===== config.mk =====
export PLATFORM = sky130hd
export DESIGN_NAME = mfi_irq_flags
export DESIGN_NICKNAME = d
export VERILOG_FILES = /design/src/hw/mfi_pkg.sv /design/src/hw/mfi_irq_flags.sv
export SDC_FILE = /design/constraint.sdc
export NUM_CORES = 1
export LEC_CHECK = 0
export BUFFER_PORTS_ARGS = -buffer_cell sky130_fd_sc_hd__clkbuf_2
export CORE_ASPECT_RATIO = 0.5
export CORE_MARGIN = 2
export CORE_UTILIZATION = 40
export DETAILED_ROUTE_END_ITERATION = 6
export PLACE_DENSITY_LB_ADDON = 0.3
export SYNTH_ARGS = -nofsm -noshare
export SYNTH_HDL_FRONTEND = slang
export SYNTH_SLANG_ARGS = --single-unit

===== constraint.sdc =====
create_clock -name clk -period 2.5 [get_ports clk]
set_input_delay 0.125 -clock clk [delete_from_list [all_inputs] [get_ports clk]]
set_output_delay 0.125 -clock clk [all_outputs]
set_load 0.02 [all_outputs]

===== src/hw/mfi_pkg.sv =====
// constants, field layout and carrier types for the multi-function
// interrupt flag and enable registers.
// assumes one 50 MHz clock and an active-low asynchronous reset.
//
// Functional notes
// RULE1: group 0 std timer0 cmp-A: flag 7, enable 3
// RULE2: group 0 std timer0 cmp-P: flag 6, enable 2
// RULE3: group 0 per timer0 cmp-A: flag 5, enable 1
// RULE4: group 0 per timer0 cmp-P: flag 4, enable 0
// RULE5: group 1 std timer1 cmp-A: flag 7, enable 3
// RULE6: group 1 std timer1 cmp-P: flag 6, enable 2
// RULE7: group 1 per timer1 cmp-A: flag 5, enable 1
// RULE8: group 1 per timer1 cmp-P: flag 4, enable 0
// RULE9: group 2 per timer2 cmp-A: flag 5, enable 1
// RULE10: group 2 per timer2 cmp-P: flag 4, enable 0
// RULE11: group 2 bits 7,6,3,2 read zero
// RULE12: group 3 serial module: flag 7, enable 3
// RULE13: group 3 spi unit: flag 6, enable 2
// RULE14: group 3 eeprom event: flag 5, enable 1
// RULE15: group 3 low voltage: flag 4, enable 0
// RULE16: flags read pending state, software reads/writes
// RULE17: enables gate requests, software reads/writes
// RULE18: request only when flag and enable high
// RULE19: global enable gates all, cleared on service
// RULE20: any flag rising wakes from sleep/idle
// RULE21: reset to zero; enabled flags form group request
////////////////////////////////////////////////////////////////////////

package mfi_pkg;

    localparam int          ADDR_W    = 3;
    localparam int          NGRP      = 4;

    localparam logic [2:0]  OFF_GRP0  = 3'h0;
    localparam logic [2:0]  OFF_GRP1  = 3'h1;
    localparam logic [2:0]  OFF_GRP2  = 3'h2;
    localparam logic [2:0]  OFF_GRP3  = 3'h3;
    localparam logic [2:0]  OFF_CTRL  = 3'h4;

    // flag of source s sits at FLAG_LSB + s, its enable at s
    localparam int          FLAG_LSB  = 4;
    localparam int          GIE_BIT   = 0;

    localparam int          SRC_A_STD = 3;
    localparam int          SRC_P_STD = 2;
    localparam int          SRC_A_PER = 1;
    localparam int          SRC_P_PER = 0;
    localparam int          SRC_SER   = 3;
    localparam int          SRC_SPI   = 2;
    localparam int          SRC_EEP   = 1;
    localparam int          SRC_LVOLT = 0;

    // implemented sources per group, group 3 first
    localparam logic [3:0][3:0] IMPL_MASK = {4'hf, 4'h3, 4'hf, 4'hf};

    localparam logic [3:0]  RST_NIB   = 4'h0;
    localparam logic        RST_GIE   = 1'b0;
    localparam logic [7:0]  RD_ZERO   = 8'h00;

    typedef logic [3:0] mfi_nib_t;

    // one-cycle hardware event pulses, bit order as the flag nibble
    typedef struct packed {
        mfi_nib_t grp3;
        mfi_nib_t grp2;
        mfi_nib_t grp1;
        mfi_nib_t grp0;
    } mfi_evt_s;

    typedef struct packed {
        logic [ADDR_W-1:0] addr;
        logic [7:0]        wdata;
        logic              wr;
        logic              rd;
    } mfi_bus_s;

endpackage


===== src/hw/mfi_irq_flags.sv =====
// request flags, enables and global enable for the four
// multi-function interrupt groups, with a one-cycle register port.
// assumes event inputs are single-cycle pulses synchronous to clk.
////////////////////////////////////////////////////////////////////////
//
// The plain strobed port and the placing of the registers were decided locally.

`timescale 1ns/1ps

module mfi_irq_flags
(
    input  wire logic              clk,
    input  wire logic              rst_b,
    input  wire mfi_pkg::mfi_bus_s bus,
    input  wire mfi_pkg::mfi_evt_s evt,
    input  wire logic              svc_ack,
    input  wire logic              sleep_or_idle,
    output logic [7:0]             rd_data,
    output logic [3:0]             mf_req,
    output logic                   irq_req,
    output logic                   global_irq_enable,
    output logic                   wake
);
    import mfi_pkg::*;

    ////////////////////////////////////////////////////////////////////
    // state

    logic [3:0][3:0] flag;
    logic [3:0][3:0] ena;
    logic [3:0][3:0] next_flag;
    logic [3:0][3:0] next_ena;
    logic [3:0][3:0] evt_v;
    logic            next_gie;
    logic [7:0]      next_rd_data;
    logic [3:0]      next_mf_req;
    logic            next_wake;

    assign evt_v = {evt.grp3, evt.grp2, evt.grp1, evt.grp0};

    ////////////////////////////////////////////////////////////////////
    // flag, enable and global enable update

    always_comb
    begin
        next_flag = flag;
        next_ena  = ena;
        next_gie  = global_irq_enable;
        for (int g = 0; g < NGRP; g++)
        begin
            if (bus.wr && bus.addr == ADDR_W'(g))
            begin
                // unimplemented bits never store
                next_flag[g] = bus.wdata[7:FLAG_LSB] & IMPL_MASK[g]; // RULE16
                next_ena[g]  = bus.wdata[3:0] & IMPL_MASK[g];        // RULE17
            end
            // a hardware event beats a software clear in the same cycle
            next_flag[g] = next_flag[g] | (evt_v[g] & IMPL_MASK[g]); // RULE16
        end
        if (bus.wr && bus.addr == OFF_CTRL)
        begin
            next_gie = bus.wdata[GIE_BIT];
        end
        // service entry wins over a software set, so no nesting slips in
        if (svc_ack)
        begin
            next_gie = 1'b0; // RULE19
        end
    end

    ////////////////////////////////////////////////////////////////////
    // request toward the shared vectors and wake-up

    always_comb
    begin
        for (int g = 0; g < NGRP; g++)
        begin
            // a flag with its enable low stays pending but asks for nothing
            next_mf_req[g] = |(next_flag[g] & next_ena[g]) & next_gie; // RULE18 RULE19 RULE21
        end
        // only a rising flag wakes; one set before sleep stays quiet
        next_wake = sleep_or_idle && ((next_flag & ~flag) != '0); // RULE20
    end

    assign irq_req = |mf_req;

    ////////////////////////////////////////////////////////////////////
    // read data, valid in the cycle after the read strobe

    always_comb
    begin
        next_rd_data = RD_ZERO; // RULE11
        if (bus.rd)
        begin
            unique case (bus.addr)
                OFF_GRP0:
                begin
                    next_rd_data[FLAG_LSB+SRC_A_STD] = flag[0][SRC_A_STD]; // RULE1
                    next_rd_data[SRC_A_STD]          = ena[0][SRC_A_STD];  // RULE1
                    next_rd_data[FLAG_LSB+SRC_P_STD] = flag[0][SRC_P_STD]; // RULE2
                    next_rd_data[SRC_P_STD]          = ena[0][SRC_P_STD];  // RULE2
                    next_rd_data[FLAG_LSB+SRC_A_PER] = flag[0][SRC_A_PER]; // RULE3
                    next_rd_data[SRC_A_PER]          = ena[0][SRC_A_PER];  // RULE3
                    next_rd_data[FLAG_LSB+SRC_P_PER] = flag[0][SRC_P_PER]; // RULE4
                    next_rd_data[SRC_P_PER]          = ena[0][SRC_P_PER];  // RULE4
                end
                OFF_GRP1:
                begin
                    next_rd_data[FLAG_LSB+SRC_A_STD] = flag[1][SRC_A_STD]; // RULE5
                    next_rd_data[SRC_A_STD]          = ena[1][SRC_A_STD];  // RULE5
                    next_rd_data[FLAG_LSB+SRC_P_STD] = flag[1][SRC_P_STD]; // RULE6
                    next_rd_data[SRC_P_STD]          = ena[1][SRC_P_STD];  // RULE6
                    next_rd_data[FLAG_LSB+SRC_A_PER] = flag[1][SRC_A_PER]; // RULE7
                    next_rd_data[SRC_A_PER]          = ena[1][SRC_A_PER];  // RULE7
                    next_rd_data[FLAG_LSB+SRC_P_PER] = flag[1][SRC_P_PER]; // RULE8
                    next_rd_data[SRC_P_PER]          = ena[1][SRC_P_PER];  // RULE8
                end
                OFF_GRP2:
                begin
                    // bits 7, 6, 3 and 2 stay at the zero default
                    next_rd_data[FLAG_LSB+SRC_A_PER] = flag[2][SRC_A_PER]; // RULE9
                    next_rd_data[SRC_A_PER]          = ena[2][SRC_A_PER];  // RULE9
                    next_rd_data[FLAG_LSB+SRC_P_PER] = flag[2][SRC_P_PER]; // RULE10
                    next_rd_data[SRC_P_PER]          = ena[2][SRC_P_PER];  // RULE10
                end
                OFF_GRP3:
                begin
                    next_rd_data[FLAG_LSB+SRC_SER]   = flag[3][SRC_SER];   // RULE12
                    next_rd_data[SRC_SER]            = ena[3][SRC_SER];    // RULE12
                    next_rd_data[FLAG_LSB+SRC_SPI]   = flag[3][SRC_SPI];   // RULE13
                    next_rd_data[SRC_SPI]            = ena[3][SRC_SPI];    // RULE13
                    next_rd_data[FLAG_LSB+SRC_EEP]   = flag[3][SRC_EEP];   // RULE14
                    next_rd_data[SRC_EEP]            = ena[3][SRC_EEP];    // RULE14
                    next_rd_data[FLAG_LSB+SRC_LVOLT] = flag[3][SRC_LVOLT]; // RULE15
                    next_rd_data[SRC_LVOLT]          = ena[3][SRC_LVOLT];  // RULE15
                end
                OFF_CTRL:
                begin
                    next_rd_data[GIE_BIT] = global_irq_enable;
                end
                default:
                begin
                    next_rd_data = RD_ZERO;
                end
            endcase
        end
    end

    ////////////////////////////////////////////////////////////////////
    // registers

    always_ff @(posedge clk or negedge rst_b)
    begin
        if (!rst_b)
        begin
            flag              <= {NGRP{RST_NIB}}; // RULE21
            ena               <= {NGRP{RST_NIB}}; // RULE21
            global_irq_enable <= RST_GIE;
            rd_data           <= RD_ZERO;
            mf_req            <= RST_NIB;
            wake              <= 1'b0;
        end
        else
        begin
            flag              <= next_flag;
            ena               <= next_ena;
            global_irq_enable <= next_gie;
            rd_data           <= next_rd_data;
            mf_req            <= next_mf_req;
            wake              <= next_wake;
        end
    end

    logic [15:0] flag_flat;
    logic [15:0] evt_flat;
    logic [15:0] impl_flat;

    assign flag_flat = flag;
    assign evt_flat  = evt_v;
    assign impl_flat = IMPL_MASK;
endmodule // mfi_irq_flags


==> results.md <==
* H-tree depth at 2
* Root buffer cell: clkbuf_16
* Crit path max fanout at 4
* Via count at 1,777
* Slew Limit Fails at 0
* IR drop worst, VDD at 0.380 mV
* Maximum buffer depth of the clock tree at 2
* Setup WS post-layout at ~0.8 ns
* Initial antenna violation count at 0
* Share of layout cells above drive strength 1 at 31.1%
* Power share of the sequential group at roughly 45%
* Max Freq at a little under 600 MHz
* Latest clock arrival within the worst-skew pair at around 0.28 ns
* Vias per cell at between 5 and 6
* Setup Viol. Count Final at 0
* Part of the cycle the worst path needs at 68.8%
* Setup crit start kind: flop
* Synth Cell Area at between 2000 and 2500 um^2
* Number of synthesized register bits at between 40 and 50
* Slew headroom at about 60%
* Hold Path Origin: evt[6]
* Die height at between 50 and 60 um
* Total CTS buffers at 5
* GP Congestion at 0.897
* Layout filler cell count at between 500 and 600
* # IOs at 48
* Clock Power Share at about 39%
* Max-capacitance violation count at 0
* R2r setup slk at approximately 0.78 ns
* Worst R2R Path Depth at 5
* Drt first pass iters at 5
* FF-to-FF Start: flag[4]$_DFF_PN0_
* Top_reg_cell synth: dfrtp_1
* Pwr Density at around 700 nW/um^2
* Post-synthesis async set-or-reset flop share at 100%
* Hpwl dp at 4240 um
* Pint at 1430 uW
* Critical R2R Capture: wake$_DFF_PN0_
* WL/cell at between 15 and 20 um
* Post-Synthesis Mean Instance Area at 11.1 um^2
* Status: completed
* Worst hold stages at 3
* GRT Residual Overflow at 0
* CP required at roughly 2.7 ns
* EDFF count, synth at 0
* Largest net degree at the start of global routing at 47
* Setup TNS at 0 ns
* Combinational power share at 16.6%
* Die W at 111 um
* CTS tree: yes
* Vias in the first global route at about 1,700
* Post-Syn Nets at roughly 240
* Switch share at about a quarter
* Dpl ws at roughly 0.60 ns
* HP Class: in -> reg
* Total Routing Usage GR at approximately a fifth
* Post-synthesis sequential area ratio at roughly half
* Die area at between 6000 and 7000 um^2
* Arr. time, crit path at between 1.5 and 2 ns
* Final Hold Viols at 0
* Row cnt at 19
* Final routed DRC violation total at 0
* Worst-margin pin slew at around 0.58 ns
* Worst-path clk slew at roughly 0.060 ns
* Period minus WS final at between 1.5 and 2 ns
* Mapped Cells at between 200 and 250
* Leakage at between 0.001 and 0.0015 uW
* Hold WS at between 0.08 and 0.09 ns
* RSZ-0062 raised after global routing: no
* Synth warn at 0
* Nets@finish at 286
* Antenna cells at 0
* Area Growth Syn to Fin at 19.4%
* NetSw at approximately 480 uW
* Starting Density at a little over two fifths
* Hold EP: flag[6]$_DFF_PN0_
* Max Clock Skew at 0.00340 ns
* Num Clock Sinks at 46
* Iter 0 DRT Violations at 174
* Placeable Area at around 5500 um^2
* Global-route wire length before repair at ~9400 um
* Post-CTS resize count at 0
* Critical path class: reg -> reg
* DRT antenna net count at 0
* Final wirelength at 5790 um
* Yosys cell types at 45
* IO buf count at 45
* Critical Path End Type: flop
## flip-flops by register name, summed over array words and instances, names as in the netlist
name / flops
flag: 16
global_irq_enable: 1
ena: 16
mf_req: 4
wake: 1
rd_data: 8
## how the worst max path moves through the flow
stage,from,to
6_report,flag[4]$_DFF_PN0_,wake$_DFF_PN0_
4_1_cts,flag[4]$_DFF_PN0_,wake$_DFF_PN0_
2_1_floorplan,bus[12],mf_req[0]$_DFF_PN0_
3_3_place_gp,bus[10],mf_req[0]$_DFF_PN0_
3_5_place_dp,bus[11],mf_req[2]$_DFF_PN0_
5_1_grt,flag[4]$_DFF_PN0_,wake$_DFF_PN0_
## cells in the final DEF (no fill, tap or decap), types with 2 or more instances in the layout
cell and instances:
nor2b_1 10, clkbuf_16 5, mux4_2 3, nor2_1 11
and4bb_2 2, o21ai_0 13, dfrtp_1 46, nand3_1 4
clkbuf_2 45, buf_4 2, a21boi_0 5, nand2b_1 5
nor3_1 4, a22oi_1 5, o41a_1 2, a31oi_1 2
mux2i_1 4, a211o_1 6, inv_1 15, a222oi_1 3
nand2_1 14, and3_1 2, mux2_2 13, a21oi_1 9
## through the flow
step	util, %	std cells	power (uW)	instance area, um^2
2_1_floorplan	-	206	1060	2290
3_3_place_gp	46.5	318	1170	2560
3_5_place_dp	46.5	318	1180	2560
4_1_cts	49.7	327	1910	2740
5_1_grt	49.7	327	1990	2740
6_report	49.7	327	1910	2740
## critical path, stage by stage (launching register included)
cell and delay [ns]:
dfrtp_1 0.38, nand2b_1 0.13, o2111ai_1 0.13, a2111oi_0 0.47
nand3_1 0.13, o41a_1 0.35
## repair_timing
item | in CTS | in global routing
hold endpoints to repair | 46 | 0
hold buffers | 1 | 0
buffers inserted | 0 | 0
## cell type report
class                           instances  area (um^2)  share of cell area, %
Multi-Input combinational cell        137         1020                   37.4
Sequential cell                        46         1150                   42.0
Clock buffer                            6          129                   4.70
Inverter                               15         56.3                   2.05
Clock inverter                          2         37.5                   1.37
Timing Repair Buffer                   48          250                   9.13
Tap cell                               73         91.3                   3.33
## Yosys cell counts, drive strengths merged, types with 5 or more instances
library cell	count	area, um^2
nor2b	10	62.6
inv	15	56.3
a211o	6	52.6
a21boi	5	37.5
nor2	12	47.6
o21ai	13	65.1
nand2	14	52.6
nand2b	5	31.3
a22oi	5	37.5
dfrtp	46	1150
mux2	14	161
a21oi	10	53.8
buf	7	58.8
## power groups by stage
stage / Combinational (uW) / Sequential (uW) / Clock (uW)
after floorplan: 193 / 867 / 0
after global placement: 309 / 862 / 0
after detailed placement: 313 / 863 / 0
final: 317 / 851 / 739
after global routing: 348 / 858 / 784
after CTS: 317 / 850 / 746
## logic make-up after synthesis
family	after synthesis	share of synthesized area, %
and+or+nand+nor	59	15.1
AOI/OAI and AO/OA	57	17.8
DFF	46	50.2
muxes	21	11.7
buffers and inverters	23	5.18
## per-layer routing
layer	vias to the layer above	global-route usage, %	share of wire, %
li1	848	-	-
met2	74	26.5	40
met1	848	30.4	51
met5	-	0	0
met4	0	4.76	1.2
met3	7	4.99	7.5
Note: power is estimated with default switching activity, not from simulation.
